==> config.mk <==
export PLATFORM = sky130hd
export DESIGN_NAME = sfc_switch_ctrl
export DESIGN_NICKNAME = d
export VERILOG_FILES = /design/src/sfc_pkg.sv /design/src/sfc_tick.sv /design/src/sfc_fcmp.sv /design/src/sfc_switch_ctrl.sv
export SDC_FILE = /design/constraint.sdc
export NUM_CORES = 1
export LEC_CHECK = 0
export BUFFER_PORTS_ARGS = -buffer_cell sky130_fd_sc_hd__buf_2
export CAP_MARGIN = 10
export CORE_MARGIN = 2
export CORE_UTILIZATION = 35
export DETAILED_ROUTE_END_ITERATION = 10
export GPL_TIMING_DRIVEN = 0
export PLACE_DENSITY_LB_ADDON = 0.05
export SYNTH_ARGS = -nofsm -noshare
export SYNTH_HDL_FRONTEND = slang
export SYNTH_SLANG_ARGS = --single-unit
export TNS_END_PERCENT = 10
==> constraint.sdc <==
create_clock -name clk_i -period 3.93 [get_ports clk_i]
set_input_delay 0 -clock clk_i [delete_from_list [all_inputs] [get_ports clk_i]]
set_output_delay 0 -clock clk_i [all_outputs]
set_load 0.05 [all_outputs]
==> src/sfc_pkg.sv <==
// Shared constants and types of the switch output controller
package sfc_pkg;

  // Bus widths
  localparam int unsigned ADDR_W = 8;
  localparam int unsigned DATA_W = 32;
  localparam int unsigned STRB_W = 4;

  // Register byte offsets
  localparam logic [7:0] REG_CTRL    = 8'h00;
  localparam logic [7:0] REG_ON_VAL  = 8'h04;
  localparam logic [7:0] REG_OFF_VAL = 8'h08;
  localparam logic [7:0] REG_ON_DLY  = 8'h0c;
  localparam logic [7:0] REG_OFF_DLY = 8'h10;
  localparam logic [7:0] REG_STATUS  = 8'h14;

  // Control register field positions
  localparam int unsigned CTRL_FUNC_LSB  = 0;
  localparam int unsigned CTRL_DCLS_LSB  = 4;
  localparam int unsigned CTRL_DSRC_LSB  = 6;
  localparam int unsigned CTRL_LVAR_LSB  = 8;
  localparam int unsigned CTRL_FMODE_LSB = 12;
  localparam int unsigned CTRL_INV_BIT   = 16;

  // Status register bit positions
  localparam int unsigned STAT_SW_BIT   = 0;
  localparam int unsigned STAT_LIM_BIT  = 1;
  localparam int unsigned STAT_ERR_BIT  = 2;
  localparam int unsigned STAT_PEND_BIT = 3;

  // Function modes
  typedef enum logic [2:0] {
    FUNC_OFF = 3'h0, FUNC_ON = 3'h1, FUNC_DIAG = 3'h2,
    FUNC_LIMIT = 3'h3, FUNC_DIGITAL = 3'h4
  } sfc_func_t;

  // Diagnostic class, digital source, failure state
  typedef enum logic [1:0] {
    DCLS_ALARM = 2'h0, DCLS_ALARM_WARN = 2'h1, DCLS_WARN = 2'h2
  } sfc_dcls_t;
  typedef enum logic [1:0] {
    DSRC_NONE = 2'h0, DSRC_AD1 = 2'h1, DSRC_AD2 = 2'h2
  } sfc_dsrc_t;
  typedef enum logic [1:0] {
    FMODE_ACTUAL = 2'h0, FMODE_OPEN = 2'h1, FMODE_CLOSED = 2'h2
  } sfc_fmode_t;

  // Limit variable codes; zero means none assigned
  localparam logic [3:0] LVAR_NONE = 4'h0;
  localparam logic [3:0] LVAR_MAX  = 4'hc;

  // Reset values
  localparam logic [2:0] FUNC_RST  = 3'h0;
  localparam logic [1:0] DCLS_RST  = 2'h0;
  localparam logic [1:0] DSRC_RST  = 2'h0;
  localparam logic [1:0] FMODE_RST = 2'h1;
  localparam logic [31:0] THR_RST  = 32'h0000_0000;

  // Timing: 0.1 s delay tick at a 20 MHz clock
  localparam int unsigned CLK_HZ      = 20_000_000;
  localparam int unsigned TICK_MS     = 100;
  localparam int unsigned TICK_CYCLES = CLK_HZ / 1000 * TICK_MS;
  localparam int unsigned DLY_MAX_S   = 100;
  localparam int unsigned DLY_MAX     = DLY_MAX_S * 1000 / TICK_MS;
  localparam int unsigned DLY_W       = 10;
  localparam logic [DLY_W-1:0] DLY_RST = 10'h000;

  // Complete state of the controller
  typedef struct packed {
    logic [2:0]        func;
    logic [1:0]        dcls;
    logic [1:0]        dsrc;
    logic [3:0]        lvar;
    logic [1:0]        fmode;
    logic              inv;
    logic [31:0]       on_val;
    logic [31:0]       off_val;
    logic [DLY_W-1:0]  on_dly;
    logic [DLY_W-1:0]  off_dly;
    logic              lim_req;
    logic              lim_st;
    logic [DLY_W-1:0]  cnt;
    logic              sw;
    logic              pready;
    logic              pslverr;
    logic [31:0]       prdata;
  } sfc_state_t;

endpackage : sfc_pkg

==> src/sfc_tick.sv <==
// Timebase divider giving a one-cycle delay tick
`timescale 1ns/100ps
module sfc_tick #(
  parameter int unsigned DIV = 2
) (
  input  wire logic clk_i,
  input  wire logic rstn_i,
  output logic      tick_o
);
  localparam int unsigned CW = (DIV > 2) ? $clog2(DIV) : 1;
  localparam logic [CW-1:0] LAST = CW'(DIV - 1);

  typedef struct packed {
    logic [CW-1:0] cnt;
    logic          tick;
  } sfc_tick_state_t;

  sfc_tick_state_t r_reg;
  sfc_tick_state_t r_next;

  // Free-running count, pulse on wrap
  always_comb begin
    r_next      = r_reg;
    r_next.tick = 1'b0;
    if (r_reg.cnt == LAST) begin
      r_next.cnt  = '0;
      r_next.tick = 1'b1;
    end else begin
      r_next.cnt = r_reg.cnt + 1'b1;
    end
  end

  always_ff @(posedge clk_i) begin
    if (!rstn_i) begin
      r_reg <= '0;
    end else begin
      r_reg <= r_next;
    end
  end

  assign tick_o = r_reg.tick;

endmodule : sfc_tick

==> src/sfc_fcmp.sv <==
// Comparator for two single-precision floating-point values
`timescale 1ns/100ps
module sfc_fcmp (
  input  wire logic [31:0] a_i,
  input  wire logic [31:0] b_i,
  output logic             gt_o,
  output logic             lt_o
);
  // Map to an order-preserving unsigned key; both zeros equal
  function automatic logic [31:0] key(input logic [31:0] x);
    logic [31:0] k;
    k = '0;
    if (x[30:0] == 31'h0) begin
      k = 32'h8000_0000;
    end else if (x[31]) begin
      k = ~x;
    end else begin
      k = {1'b1, x[30:0]};
    end
    return k;
  endfunction : key

  function automatic logic is_nan(input logic [31:0] x);
    return (x[30:23] == 8'hff) && (x[22:0] != 23'h0);
  endfunction : is_nan

  logic ok;
  logic [31:0] ka;
  logic [31:0] kb;

  // A NaN on either side makes both results false
  always_comb begin
    ok   = !is_nan(a_i) && !is_nan(b_i);
    ka   = key(a_i);
    kb   = key(b_i);
    gt_o = ok && (ka > kb);
    lt_o = ok && (ka < kb);
  end

endmodule : sfc_fcmp

==> src/sfc_switch_ctrl.sv <==
// Switch output controller: registers, mode logic, limit delays
`timescale 1ns/100ps
module sfc_switch_ctrl #(
  parameter int unsigned TICK_CYCLES = sfc_pkg::TICK_CYCLES
) (
  input  wire logic                        clk_i,
  input  wire logic                        rstn_i,
  input  wire logic                        psel_i,
  input  wire logic                        penable_i,
  input  wire logic                        pwrite_i,
  input  wire logic [sfc_pkg::ADDR_W-1:0]  paddr_i,
  input  wire logic [sfc_pkg::DATA_W-1:0]  pwdata_i,
  input  wire logic [sfc_pkg::STRB_W-1:0]  pstrb_i,
  output logic      [sfc_pkg::DATA_W-1:0]  prdata_o,
  output logic                             pready_o,
  output logic                             pslverr_o,
  input  wire logic                        diag_alarm_i,
  input  wire logic                        diag_warn_i,
  input  wire logic                        error_i,
  input  wire logic                        ad_sw1_i,
  input  wire logic                        ad_sw2_i,
  input  wire logic                        pv_valid_i,
  input  wire logic [3:0]                  pv_id_i,
  input  wire logic [31:0]                 pv_value_i,
  output logic                             switch_closed_o
);
  import sfc_pkg::*;

  localparam logic [DLY_W-1:0] DLY_LIMIT = DLY_W'(DLY_MAX);

  sfc_state_t r_reg;
  sfc_state_t r_next;

  logic tick;
  logic v_gt_on;
  logic v_lt_on;
  logic v_gt_off;
  logic v_lt_off;
  logic on_lt_off;

  // Delay timebase
  sfc_tick #(
    .DIV (TICK_CYCLES)
  ) u_tick (
    .clk_i  (clk_i),
    .rstn_i (rstn_i),
    .tick_o (tick)
  );

  // Sample against both thresholds, thresholds against each other
  sfc_fcmp u_cmp_on (
    .a_i  (pv_value_i),
    .b_i  (r_reg.on_val),
    .gt_o (v_gt_on),
    .lt_o (v_lt_on)
  );

  sfc_fcmp u_cmp_off (
    .a_i  (pv_value_i),
    .b_i  (r_reg.off_val),
    .gt_o (v_gt_off),
    .lt_o (v_lt_off)
  );

  sfc_fcmp u_cmp_thr (
    .a_i  (r_reg.on_val),
    .b_i  (r_reg.off_val),
    .gt_o (),
    .lt_o (on_lt_off)
  );

  // Byte-lane merge of write data
  function automatic logic [31:0] merge(
    input logic [31:0] old,
    input logic [31:0] wd,
    input logic [3:0]  be
  );
    logic [31:0] m;
    m = old;
    for (int i = 0; i < 4; i++) begin
      if (be[i]) begin
        m[i*8 +: 8] = wd[i*8 +: 8];
      end
    end
    return m;
  endfunction : merge

  // Clamp a written delay to the legal range
  function automatic logic [DLY_W-1:0] clamp(input logic [31:0] w);
    logic [DLY_W-1:0] d;
    d = DLY_LIMIT;
    if (w < 32'(DLY_MAX)) begin
      d = w[DLY_W-1:0];
    end
    return d;
  endfunction : clamp

  logic        setup;
  logic        wr;
  logic        smp;
  logic        hit;
  logic [31:0] ctrl_rd;
  logic [31:0] stat_rd;
  logic [31:0] ctrl_w;
  logic        evt;
  logic        comp;
  logic        fin;
  logic [DLY_W-1:0] dsel;

  // Register readback images
  always_comb begin
    ctrl_rd = '0;
    ctrl_rd[CTRL_FUNC_LSB  +: 3] = r_reg.func;
    ctrl_rd[CTRL_DCLS_LSB  +: 2] = r_reg.dcls;
    ctrl_rd[CTRL_DSRC_LSB  +: 2] = r_reg.dsrc;
    ctrl_rd[CTRL_LVAR_LSB  +: 4] = r_reg.lvar;
    ctrl_rd[CTRL_FMODE_LSB +: 2] = r_reg.fmode;
    ctrl_rd[CTRL_INV_BIT]        = r_reg.inv;
    stat_rd = '0;
    stat_rd[STAT_SW_BIT]   = r_reg.sw;
    stat_rd[STAT_LIM_BIT]  = r_reg.lim_st;
    stat_rd[STAT_ERR_BIT]  = error_i;
    stat_rd[STAT_PEND_BIT] = r_reg.lim_req != r_reg.lim_st;
    ctrl_w = merge(ctrl_rd, pwdata_i, pstrb_i);
  end

  // Bus decode, limit tracking and output selection
  always_comb begin
    r_next         = r_reg;
    setup          = psel_i && !penable_i && !r_reg.pready;
    wr             = psel_i && penable_i && r_reg.pready && pwrite_i;
    smp            = pv_valid_i && (r_reg.lvar != LVAR_NONE)
                     && (pv_id_i == r_reg.lvar);
    hit            = 1'b1;
    evt            = 1'b0;
    comp           = 1'b0;
    fin            = 1'b0;
    dsel           = r_reg.lim_req ? r_reg.on_dly : r_reg.off_dly;
    r_next.pready  = setup;

    // Read data and error answer at the setup cycle
    if (setup) begin
      unique case (paddr_i)
        REG_CTRL:    r_next.prdata = ctrl_rd;
        REG_ON_VAL:  r_next.prdata = r_reg.on_val;
        REG_OFF_VAL: r_next.prdata = r_reg.off_val;
        REG_ON_DLY:  r_next.prdata = 32'(r_reg.on_dly);
        REG_OFF_DLY: r_next.prdata = 32'(r_reg.off_dly);
        REG_STATUS:  r_next.prdata = stat_rd;
        default: begin
          r_next.prdata = '0;
          hit           = 1'b0;
        end
      endcase
      r_next.pslverr = !hit;
    end else begin
      r_next.pslverr = 1'b0;  // Error stands with pready only
    end

    // Writes take effect at the access edge
    if (wr) begin
      unique case (paddr_i)
        REG_CTRL: begin
          r_next.func  = ctrl_w[CTRL_FUNC_LSB  +: 3];
          r_next.dcls  = ctrl_w[CTRL_DCLS_LSB  +: 2];
          r_next.dsrc  = ctrl_w[CTRL_DSRC_LSB  +: 2];
          r_next.lvar  = ctrl_w[CTRL_LVAR_LSB  +: 4];
          r_next.fmode = ctrl_w[CTRL_FMODE_LSB +: 2];
          r_next.inv   = ctrl_w[CTRL_INV_BIT];
        end
        REG_ON_VAL: begin
          r_next.on_val = merge(r_reg.on_val, pwdata_i, pstrb_i);
        end
        REG_OFF_VAL: begin
          r_next.off_val = merge(r_reg.off_val, pwdata_i, pstrb_i);
        end
        REG_ON_DLY: begin
          r_next.on_dly = clamp(merge(32'(r_reg.on_dly), pwdata_i,
                                      pstrb_i));
        end
        REG_OFF_DLY: begin
          r_next.off_dly = clamp(merge(32'(r_reg.off_dly), pwdata_i,
                                       pstrb_i));
        end
        default: begin
          r_next.prdata = r_reg.prdata;
        end
      endcase
    end

    // Hysteresis evaluated once per matching sample
    if (smp) begin
      if (!on_lt_off) begin
        if (v_gt_on) begin
          r_next.lim_req = 1'b1;
        end else if (v_lt_off) begin
          r_next.lim_req = 1'b0;
        end
      end else begin
        if (v_lt_on) begin
          r_next.lim_req = 1'b1;
        end else if (v_gt_off) begin
          r_next.lim_req = 1'b0;
        end
      end
    end

    // Pending change counted in ticks, cancelled on revert
    if (r_reg.lim_req == r_reg.lim_st) begin
      r_next.cnt = '0;
    end else if (r_reg.cnt >= dsel) begin
      r_next.lim_st = r_reg.lim_req;
      r_next.cnt    = '0;
    end else if (tick) begin
      r_next.cnt = r_reg.cnt + 1'b1;
    end

    // Diagnostic event of the chosen class
    unique case (r_reg.dcls)
      DCLS_ALARM_WARN: evt = diag_alarm_i || diag_warn_i;
      DCLS_WARN:       evt = diag_warn_i;
      default:         evt = diag_alarm_i;
    endcase

    // Mode logic before failure and inversion
    unique case (r_reg.func)
      FUNC_ON:   comp = 1'b1;
      FUNC_DIAG: comp = !evt;
      FUNC_LIMIT: begin
        comp = (r_reg.lvar != LVAR_NONE) && r_reg.lim_st;
      end
      FUNC_DIGITAL: begin
        unique case (r_reg.dsrc)
          DSRC_AD1: comp = ad_sw1_i;
          DSRC_AD2: comp = ad_sw2_i;
          default:  comp = 1'b0;
        endcase
      end
      default: comp = 1'b0;
    endcase

    // Failure override in limit and digital modes
    fin = comp;
    if (error_i && ((r_reg.func == FUNC_LIMIT)
        || (r_reg.func == FUNC_DIGITAL))) begin
      unique case (r_reg.fmode)
        FMODE_ACTUAL: fin = comp;
        FMODE_CLOSED: fin = 1'b1;
        default:      fin = 1'b0;
      endcase
    end

    r_next.sw = fin ^ r_reg.inv;
  end

  // State register with documented defaults
  always_ff @(posedge clk_i) begin
    if (!rstn_i) begin
      r_reg         <= '0;
      r_reg.func    <= FUNC_RST;
      r_reg.dcls    <= DCLS_RST;
      r_reg.dsrc    <= DSRC_RST;
      r_reg.lvar    <= LVAR_NONE;
      r_reg.fmode   <= FMODE_RST;
      r_reg.inv     <= 1'b0;
      r_reg.on_val  <= THR_RST;
      r_reg.off_val <= THR_RST;
      r_reg.on_dly  <= DLY_RST;
      r_reg.off_dly <= DLY_RST;
    end else begin
      r_reg <= r_next;
    end
  end

  assign prdata_o        = r_reg.prdata;
  assign pready_o        = r_reg.pready;
  assign pslverr_o       = r_reg.pslverr;
  assign switch_closed_o = r_reg.sw;
endmodule : sfc_switch_ctrl

==> results of run 1 <==
## repair_timing
action / 4_1_cts / 5_1_grt
hold buffers: 34 / 0
buffers inserted: 0 / 1
endpoints found under the hold margin: 96 / 0
gates resized for setup: 17 / 39
pin swaps: 1 / 9
endpoints found under the setup margin: 1 / 1
## kinds of logic after synthesis
group / count (synthesis) / share of synthesized area
xor+xnor: 125 / 0.0921
flops: 167 / 0.281
fa+ha+maj: 110 / 0.116
buf+inv: 145 / 0.0568
compound gates: 234 / 0.134
simple gates: 504 / 0.234
mux: 100 / 0.0855
## synthesized netlist by cell type (32+ instances only)
| master | instances | area share |
|---|---|---|
| ha_1 | 109 | 0.11 |
| nor2_1 | 94 | 0.030 |
| mux2i_1 | 88 | 0.074 |
| dfxtp_1 | 167 | 0.28 |
| xor2_1 | 83 | 0.061 |
| a22oi_1 | 44 | 0.028 |
| nand4_1 | 33 | 0.017 |
| buf_4 | 32 | 0.020 |
| a21oi_1 | 49 | 0.021 |
| o21ai_0 | 55 | 0.023 |
| nand2_1 | 108 | 0.034 |
| and2_1 | 42 | 0.022 |
| clkbuf_1 | 50 | 0.016 |
| nor2b_1 | 97 | 0.051 |
| inv_1 | 49 | 0.015 |
| xnor2_1 | 42 | 0.031 |
## worst reg2reg max path, cell delays in order (launching register included)
cell	delay, ns
dfxtp_1	0.38
nor4_4	0.37
and4_1	0.28
nand2_1	0.13
buf_2	0.22
nand2_1	0.14
ha_1	0.27
a21oi_1	0.14
o21ai_0	0.12
a221o_1	0.40
a2111oi_4	0.40
o211ai_1	0.20
nor2_1	0.14
nor2_1	0.06
a21oi_2	0.26
o21ai_1	0.10
## placed cells by master, fill, tap and decap left out, types with 8 or more instances in the layout
cell type,Yosys,layout
nor2b_1,97,97
and2_1,42,42
buf_4,32,33
o221a_1,11,11
dfxtp_1,167,163
inv_1,49,49
nor4_1,23,13
buf_2,8,135
clkbuf_1,50,43
mux2i_1,88,88
nand4_1,33,33
a22oi_1,44,44
ha_1,109,109
xnor2_1,42,42
nand3_1,23,23
o21ai_0,55,54
nand2_1,108,105
and4_1,10,10
a21o_1,16,16
nor2_1,94,94
nor4_2,9,16
clkbuf_16,0,17
and3_1,18,18
dlygate4sd3_1,0,34
xor2_1,83,83
mux2_2,12,11
a222oi_1,8,8
a21oi_1,49,47
## final timing paths
kind                    from         endpoint  slack, ns  depth (start not counted)
max                r_reg[92]        r_reg[46]       0.20                         15
min               paddr_i[4]        pslverr_o       0.02                          4
max reg2reg        r_reg[92]        r_reg[46]       0.20                         15
min reg2reg  u_tick.r_reg[1]  u_tick.r_reg[1]       0.48                          1
## area by class of cell
| cell class | instances | area (um^2) | share of cell area |
|---|---|---|---|
| sequential | 167 | 3350 | 0.235 |
| buffer | 96 | 504 | 0.0354 |
| inverter | 49 | 184 | 0.0129 |
| multi-input combinational | 1073 | 8050 | 0.565 |
| timing repair buffer | 159 | 968 | 0.0681 |
| clock inverter | 12 | 150 | 0.0106 |
| clock buffer | 20 | 467 | 0.0328 |
| tap | 448 | 561 | 0.0394 |
## report_power, final
part	internal (mW)	switching [mW]	total [mW]
clock network	1.05	0.723	1.77
logic	0.207	0.274	0.481
registers	1.70	0.00427	1.70
total	2.95	1.00	3.95
## layer usage
metal	share of wire	routed length (um)	track usage
met1	0.47	18700	0.298
met5	0	0	0
met4	0.025	1020	0.0672
met2	0.47	18900	0.391
met3	0.035	1390	0.0259
## metrics by stage
stage / TNS (ns) / power [mW] / hold WS (ns) / util / instance area (um^2)
3_5_place_dp: -0.727 / 2.18 / 0.299 / 0.391 / 13100
6_report: 0 / 3.95 / 0.0232 / 0.425 / 14200
2_1_floorplan: 0 / 2.00 / 0.125 / - / 11900
3_3_place_gp: -0.668 / 2.18 / 0.289 / 0.391 / 13100
5_1_grt: -0.0131 / 4.11 / 0.0293 / 0.425 / 14200
4_1_cts: 0 / 3.97 / 0.000306 / 0.422 / 14100
==> impl_results.md, run 1 <==
* Share of the yosys chip area belonging to registers at 0.281
* Family with the most delay on the worst path: compound AO/OA/AOI/OAI gates
* DRC viols at 0
* MaxCap Viol Count at 0
* Max-slew headroom at 0.434
* Routed wire length at between 30000 and 40000 um
* Status: finished clean
* Clk sinks at 167
* Clock buffer depth at 2
* Required @ worst endpoint at approximately 4.3 ns
* Antenna Nets Post-Route at 0
* Core Area at 33400 um^2
* CTS Root Cell: clkbuf_16
* Area delta synth->final at 19.8%
* Count of pins over their slew limit at 0
* Post-Syn Area at 11900 um^2
* Crit. End Element: flip-flop
* Slowest-stage cell, CP: a221o_1
* Worst clock skew at 0.00942 ns
* Initial antenna violation count at 0
* DP Wirelength at 32000 um
* Drt pass-1 iters at 8
* Total CTS buffers at 17
* Hold Vio Cnt, Final at 0
* WP buf/inv at 1
* Layout cells sized above 1 at 0.173
* Max FFs per register at 96
* Initial Util at 0.355
* Die area at 35400 um^2
* Yosys warns at 0
* Net Count, Synth at 1585
* Worst Max-Slew Pin Slew at 0.847 ns
* Most used DFF post-synth: dfxtp_1
* PD cells at 278 nW/um^2
* Final WS setup at 0.201 ns
* Mapped Cells at 1385
* Fmax achieved at about 0.27 GHz
* Global-route wire length before repair at 61700 um
* Gpl congestion at ~0.86
* Clk Latency, worst-skew pair at 0.44 ns
* Routed vias at approximately 10k
* Chip width at approximately 190 um
* CP startpoint kind: flip-flop
* Initial drt markers at 604
* Worst VDD drop at 302 uV
* Fill cells at roughly 3.5k
* Post-synth ARST share at 0
* Via/cell ratio at between 5 and 6
* Layout Cells excl Fill at 2024
* GR Util All Layers at 0.227
* Diode count at 0
* Dpl cells at a little under 2k
* IO Pins at 126
* Data arrival, critical path at ~4.1 ns
* Die outline height at 188 um
* H-tree levels at 4
* CP Cell Sequence: nor4_4, and4_1, nand2_1, buf_2, nand2_1, ha_1, a21oi_1, o21ai_0, a221o_1, a2111oi_4, o211ai_1, nor2_1, nor2_1, a21oi_2, o21ai_1
* Largest net degree at the start of global routing at 17
* Hold Crit Class: in -> reg
* Final setup fails at 0
* Place WS at -0.727 ns
* TritonCTS clock tree: done
* GRT overflow at 0
* Clk slew on worst S/H paths at 0.07 ns
* Final net count at between 1.5k and 2k
* Vias in the first global route at 10.5k
* Crit-path max cell delay at around 0.40 ns
* Leakage power at about 6 nW
* IO Port Bufs at 124
* Number of synthesized flops with an enable pin at 0
* Worst Path Max Fanout at 10
* Average size of a mapped cell at 8.58 um^2
* Yosys reg bits at 167
* Number of core rows at 67
* Wire per inst at 19.8 um
* Period utilization at 0.949
* Netlist cell types at 71
* WS Path Type: reg -> reg
* Minimum clock period at ~3.7 ns
No activity file was read; power rests on OpenSTA's default activity.
==> run 2, diff against run 1 <==
--- a/config.mk
+++ b/config.mk
@@ -5,6 +5,7 @@
 export SDC_FILE = /design/constraint.sdc
 export NUM_CORES = 1
 export LEC_CHECK = 0
+export ABC_AREA = 1
 export BUFFER_PORTS_ARGS = -buffer_cell sky130_fd_sc_hd__buf_2
 export CAP_MARGIN = 10
 export CORE_MARGIN = 2
==> run 2 against run 1 <==
Setup slack gained 0.093 ns. Flip-flop and latch count is the same. Cell area shrank 2.7%. Critical path type unchanged. Critical endpoint unchanged. Largest power group unchanged. Highest routed layer unchanged.
==> impl_results.md, run 2 <==
* Final setup fails at 0
* Fill cells at ~3.6k
* Max-slew headroom at 0.200
* P_sw at 1.02 mW
* Sw frac at 0.260
* Synth area leaders: dfxtp_1, ha_1, nand2_1
* Clk sinks at 167
* H-tree levels at 4
* Share of the yosys chip area belonging to registers at 0.285
* Slowest-stage cell, CP: clkbuf_1
* Placed Area at 12900 um^2
* Average size of a mapped cell at 6.71 um^2
* MaxCap Viol Count at 0
* Final hold slack at approximately 0.022 ns
* Worst clock skew at 0.0128 ns
* Post-Syn Area at 11700 um^2
* Post-CTS Setup Inserts at 0
* Initial antenna violation count at 0
* Hold Startpoint: paddr_i[0]
* Final net count at 2122
* GR Util All Layers at 0.239
* Routed wire length at ~42000 um
* Crit-path max cell delay at about 0.54 ns
* Layout cells sized above 1 at 0.128
* Area delta synth->final at 18.0%
* Wire per inst at ~18 um
* Antenna Nets Post-Route at 0
* RSZ-0062 raised after global routing: no
* Post-synth top area share at 0.285
* DP Wirelength at 34400 um
* CP Cell Sequence: clkbuf_1, inv_1, clkbuf_1, nor2_1, o21ai_0, ha_1, a21oi_1, o21ai_0, a21oi_1, nand2_1, nor2_1, nand2_1, a21oi_1, nand3_1, nand3_1, nand2_1, a21oi_1
* Total CTS buffers at 17
* Hold Vio Cnt, Final at 0
* Most common cell after layout, fill and taps aside: nand2_1
* WS Path Type: reg -> reg
* Post-layout util at 0.416
* Die outline height at 187 um
* Worst VDD drop at 300 uV
* Clk Latency, worst-skew pair at 0.44 ns
* Initial drt markers at 982
* Leakage power at 5.64 nW
* Hold Crit Class: in -> reg
* IO Port Bufs at between 100 and 150
* Initial Util at 0.352
* IO Pins at 126
* Chip width at about 190 um
* Diode count at 0
* Via/cell ratio at 5.05
* Worst Setup SP: r_reg[98]
* Part of the power in registers at 0.434
* Clock share of power at 0.444
* CTS Root Cell: clkbuf_16
* Required @ worst endpoint at ~4.3 ns
* Worst Path Max Fanout at 10
* GRT overflow at 0
* TritonCTS clock tree: done
* Yosys reg bits at 167
* Fmax achieved at about 0.28 GHz
* Net Count, Synth at 1948
* Commonest cells after routing, fill and taps aside: nand2_1, a21oi_1, nor2_1
* Period utilization at 0.925
* Max FFs per register at 96
* Data arrival, critical path at ~4.0 ns
* Core Area at 33300 um^2
* Die area at 35000 um^2
* PD cells at 283 nW/um^2
* Drt pass-1 iters at 5
* Netlist cell types at 55
* CP startpoint kind: flip-flop
* Worst Max-Slew Pin Slew at about 1.2 ns
* Post-synth ARST share at 0
* Count of pins over their slew limit at 0
* Yosys warns at 0
* Comb power frac at 0.122
* Vias in the first global route at 11.6k
* Commonest cells in the netlist: nand2_1, a21oi_1, nor2_1
* Global-route wire length before repair at 65300 um
* Most used DFF post-synth: dfxtp_1
* Final Total Pwr at 3.92 mW
* Fin area at ~14000 um^2
* Clock buffer depth at 2
* Largest net degree at the start of global routing at 17
* R2r startpoint: r_reg[98]
* Crit. End Element: flip-flop
* Clk slew on worst S/H paths at 0.07 ns
* Minimum clock period at 3.64 ns
* Number of synthesized flops with an enable pin at 0
* Mapped Cells at 1748
* DRC viols at 0
* Status: finished clean
* Area leader, netlist: dfxtp_1
* Gpl congestion at 0.918
* Routed vias at 12.0k
* Crit path top cell by count: a21oi_1
* Number of core rows at 67
* Int Pwr at 2.90 mW
* Top-count cell post-synth: nand2_1
run 2: changes by cell type in the layout (fill, tap and decap cells not counted), moves of 44 or more:
cell	before	now
inv_1	49	198
mux2i_1	88	1
nand2_1	105	310
a22oi_1	44	0
xor2_1	83	13
nor2b_1	97	0
o21ai_0	54	142
nor2_1	94	212
a21oi_1	47	217
run 2: cell families (layout without fill, tap and decap cells):
group / Yosys count / after routing / share of synthesized area
simple gates: 646 / 646 / 0.235
compound gates: 466 / 466 / 0.219
buf+inv: 314 / 499 / 0.111
xor+xnor: 45 / 45 / 0.0336
mux: 1 / 1 / 0.000853
flops: 167 / 167 / 0.285
fa+ha+maj: 109 / 109 / 0.116
run 2: what timing repair did:
item	4_1_cts	5_1_grt
gates resized for setup	1	20
endpoints found under the setup margin	1	1
cloned	0	0
hold endpoints to repair	80	0
hold buffers	32	0
pin swaps	0	0
run 2: final timing paths:
check                         end  cells past startpoint  slack, ns
setup / recovery        r_reg[46]                     17       0.29
hold reg to reg   u_tick.r_reg[1]                      1       0.45
setup reg to reg        r_reg[46]                     17       0.29
hold / removal          pslverr_o                      4       0.02
run 2: area by class of cell:
type                            count  area [um^2]  area share
Clock buffer                       20          447      0.0323
Sequential cell                   167         3340       0.241
Buffer                             98          500      0.0361
Tap cell                          448          561      0.0405
Clock inverter                     10          145      0.0105
Inverter                          215          807      0.0583
Multi-Input combinational cell   1267         7100       0.513
Timing Repair Buffer              156          941      0.0680
run 2: stage by stage:
step / TNS (ns) / setup slack, ns / cells
2_1_floorplan: 0 / 1.20 / 1748
3_3_place_gp: -0.0493 / -0.0493 / 2320
3_5_place_dp: -0.0869 / -0.0869 / 2320
4_1_cts: 0 / 0.0983 / 2381
5_1_grt: 0 / 0.000169 / 2381
6_report: 0 / 0.294 / 2381
run 2: power groups by stage:
stage | combinational, mW | sequential, mW | clock [mW]
global route | 0.542 | 1.70 | 1.83
global placement | 0.440 | 1.74 | 0
finish | 0.477 | 1.70 | 1.74
detailed placement | 0.448 | 1.74 | 0
CTS | 0.475 | 1.70 | 1.77
floorplan | 0.274 | 1.74 | 0
run 2: routing by layer:
layer | global-route usage | part of all wire
met1 | 0.330 | 0.48
met2 | 0.389 | 0.45
met3 | 0.0253 | 0.043
met4 | 0.0815 | 0.027
met5 | 0 | 0
run 2: critical path: cells and delay by family, from the launching register on:
family	cells	cell delay, ns
AO/OA/AOI/OAI	6	1.27
buffers and inverters	3	0.92
AND/OR/NAND/NOR	7	0.71
adder cells (fa/ha/maj)	1	0.36
flip-flops	1	0.30
==> run 3, diff against run 2 <==
--- a/config.mk
+++ b/config.mk
@@ -6,13 +6,14 @@
 export NUM_CORES = 1
 export LEC_CHECK = 0
 export ABC_AREA = 1
-export BUFFER_PORTS_ARGS = -buffer_cell sky130_fd_sc_hd__buf_2
+export BUFFER_PORTS_ARGS = -buffer_cell sky130_fd_sc_hd__buf_4
 export CAP_MARGIN = 10
 export CORE_MARGIN = 2
 export CORE_UTILIZATION = 35
 export DETAILED_ROUTE_END_ITERATION = 10
 export GPL_TIMING_DRIVEN = 0
 export PLACE_DENSITY_LB_ADDON = 0.05
+export SLEW_MARGIN = 20
 export SYNTH_ARGS = -nofsm -noshare
 export SYNTH_HDL_FRONTEND = slang
 export SYNTH_SLANG_ARGS = --single-unit
==> run 3 against run 2 <==
Setup slack gained 0.066 ns. Core utilization grew 0.95 points. Routed wire length grew 0.15%. Clock power shrank 6%. Clock skew shrank 0.0044 ns. First-iteration DRC count shrank 8.6%. Via count grew 0.47%. Register-to-register slack gained 0.07 ns. Non-clock buffer count grew 3. Combinational power grew 6.7%. Largest cell class unchanged. Count of clock-buffer cells in the layout shrank 1. Power shrank 2.0%.
==> impl_results.md, run 3 (synthesis gave the netlist of run 2 again) <==
* Status: finished clean
* Chip width at between 150 and 200 um
* Final TNS setup at 0 ns
* Global-route wire length before repair at between 60000 and 70000 um
* Commonest cells after routing, fill and taps aside: nand2_1, a21oi_1, nor2_1
* CP Depth at 23
* Fill cells at 3562
* Fmax achieved at 0.280 GHz
* Routed wire length at between 40000 and 50000 um
* Period utilization at 0.908
* PD cells at roughly 270 nW/um^2
* Final net count at around 2.1k
* Clk Latency, worst-skew pair at 0.44 ns
* Clk sinks at 167
* Data arrival, critical path at 3.87 ns
* Crit path top cell by count: nand2_1
* Hold Crit Class: in -> reg
* Leakage power at 5.72 nW
* Core Area at 33300 um^2
* WS Path Type: reg -> reg
* Gpl congestion at around 0.9
* Worst Path Max Fanout at 10
* RSZ-0062 raised after global routing: no
* Hold Vio Cnt, Final at 0
* CP startpoint kind: flip-flop
* Final Total Pwr at 3.84 mW
* Reg2reg path depth at 23
* Largest net degree at the start of global routing at 17
* Worst VDD drop at between 300 and 400 uV
* Max-slew headroom at 0.388
* IO Pins at 126
* Most common cell after layout, fill and taps aside: nand2_1
* CTS Root Cell: clkbuf_16
* Count of pins over their slew limit at 0
* IO Port Bufs at 124
* Worst Max-Slew Pin Slew at between 0.9 and 1 ns
* Die outline height at 187 um
* Antenna Nets Post-Route at 0
* Slowest-stage cell, CP: dfxtp_1
* Initial antenna violation count at 0
* Family with the most delay on the worst path: simple AND/OR/NAND/NOR gates
* Initial drt markers at around 900
* GR Util All Layers at 0.240
* Via/cell ratio at about 5.1
* DP Wirelength at 34600 um
* Max FFs per register at 96
* GRT overflow at 0
* H-tree levels at 4
* WP buf/inv at 5
* Minimum clock period at ~3.6 ns
* TritonCTS clock tree: done
* Diode count at 0
* Routed vias at 12.1k
* Crit-path max cell delay at 0.31 ns
* Final setup fails at 0
* Area delta synth->final at 20.7%
* MaxCap Viol Count at 0
* Drt pass-1 iters at 5
* Die area at around 35000 um^2
* Required @ worst endpoint at 4.23 ns
* Number of core rows at 67
* CP Cell Sequence: inv_1, nand3_1, nor2_1, nand2_1, nor2_2, inv_2, clkbuf_2, clkbuf_2, o21ai_0, ha_1, nand2_1, nor3_2, nand4_1, inv_1, nand2_1, nand2_1, nand2_1, nand2_1, nand2_1, nand3_1, nand3_1, nand2_1, a21oi_1
* Total CTS buffers at 17
* Wire per inst at 17.7 um
* Initial Util at 0.352
* Vias in the first global route at 11.6k
* Crit. End Element: flip-flop
* Hold Crit Depth at 3
* Clock buffer depth at 2
* Clk slew on worst S/H paths at 0.07 ns
* Post-CTS Setup Inserts at 0
* DRC viols at 0
* Worst clock skew at 0.00836 ns
* Layout cells sized above 1 at 0.132
run 3: changes by cell type in the layout (fill, tap and decap cells not counted), moves of 2 or more:
cell | before | now
o21ai_1 | 14 | 11
buf_4 | 32 | 157
buf_2 | 127 | 2
clkinvlp_4 | 2 | 4
bufinv_16 | 3 | 0
o21ai_0 | 142 | 145
clkinv_4 | 1 | 5
run 3: final timing paths:
| kind | start | to | slack (ns) |
|---|---|---|---|
| worst min register to register | u_tick.r_reg[1] | u_tick.r_reg[1] | 0.45 |
| worst min-delay path | rstn_i | r_reg[50] | 0.01 |
| worst max-delay path | r_reg[74] | r_reg[46] | 0.36 |
| worst max register to register | r_reg[74] | r_reg[46] | 0.36 |
run 3: metrics by stage:
| step | cells | hold WS, ns | worst slack, ns | cell area [um^2] | utilization |
|---|---|---|---|---|---|
| after floorplan | 1748 | 0.130 | 1.20 | 11700 | - |
| after detailed placement | 2321 | 0.297 | 0.0327 | 13200 | 0.398 |
| after CTS | 2386 | 0.00222 | 0.0143 | 14100 | 0.425 |
| after global placement | 2320 | 0.296 | 0.0545 | 13200 | 0.397 |
| after global routing | 2386 | 0.0125 | 0.0783 | 14200 | 0.426 |
| final | 2386 | 0.0123 | 0.360 | 14200 | 0.426 |
run 3: worst reg2reg max path, cell delays in order, from the launching register on:
cell and delay [ns]:
dfxtp_1 0.31, inv_1 0.16, nand3_1 0.14, nor2_1 0.17, nand2_1 0.13, nor2_2 0.20, inv_2 0.07, clkbuf_2 0.20
clkbuf_2 0.21, o21ai_0 0.27, ha_1 0.23, nand2_1 0.07, nor3_2 0.27, nand4_1 0.21, inv_1 0.09, nand2_1 0.05
nand2_1 0.07, nand2_1 0.07, nand2_1 0.08, nand2_1 0.06, nand3_1 0.08, nand3_1 0.14, nand2_1 0.09, a21oi_1 0.06
run 3: cell type report:
class	instances	area [um^2]	share of cell area
Buffer	99	504	0.0356
Inverter	215	807	0.0570
Tap cell	448	561	0.0396
Timing Repair Buffer	158	1270	0.0896
Clock inverter	13	119	0.00839
Clock buffer	19	453	0.0320
Multi-Input combinational cell	1267	7110	0.502
Sequential cell	167	3340	0.236
run 3: repair_timing:
item,in CTS,in global routing
resized for setup,0,20
endpoints found under the setup margin,0,1
hold buffers,33,0
endpoints found under the hold margin,87,0
run 3: power by group:
group | total [mW] | switching (mW) | internal (mW)
sequential | 1.70 | 0.00328 | 1.70
clock | 1.63 | 0.773 | 0.859
combinational | 0.509 | 0.291 | 0.218
total | 3.84 | 1.07 | 2.77
run 3: per-layer routing:
metal | up-vias | wire length, um | global-route usage
met3 | 67 | 2100 | 0.0306
met5 | - | 0 | 0
li1 | 6175 | - | -
met2 | 379 | 18900 | 0.393
met1 | 5468 | 19900 | 0.324
met4 | 0 | 1260 | 0.0830
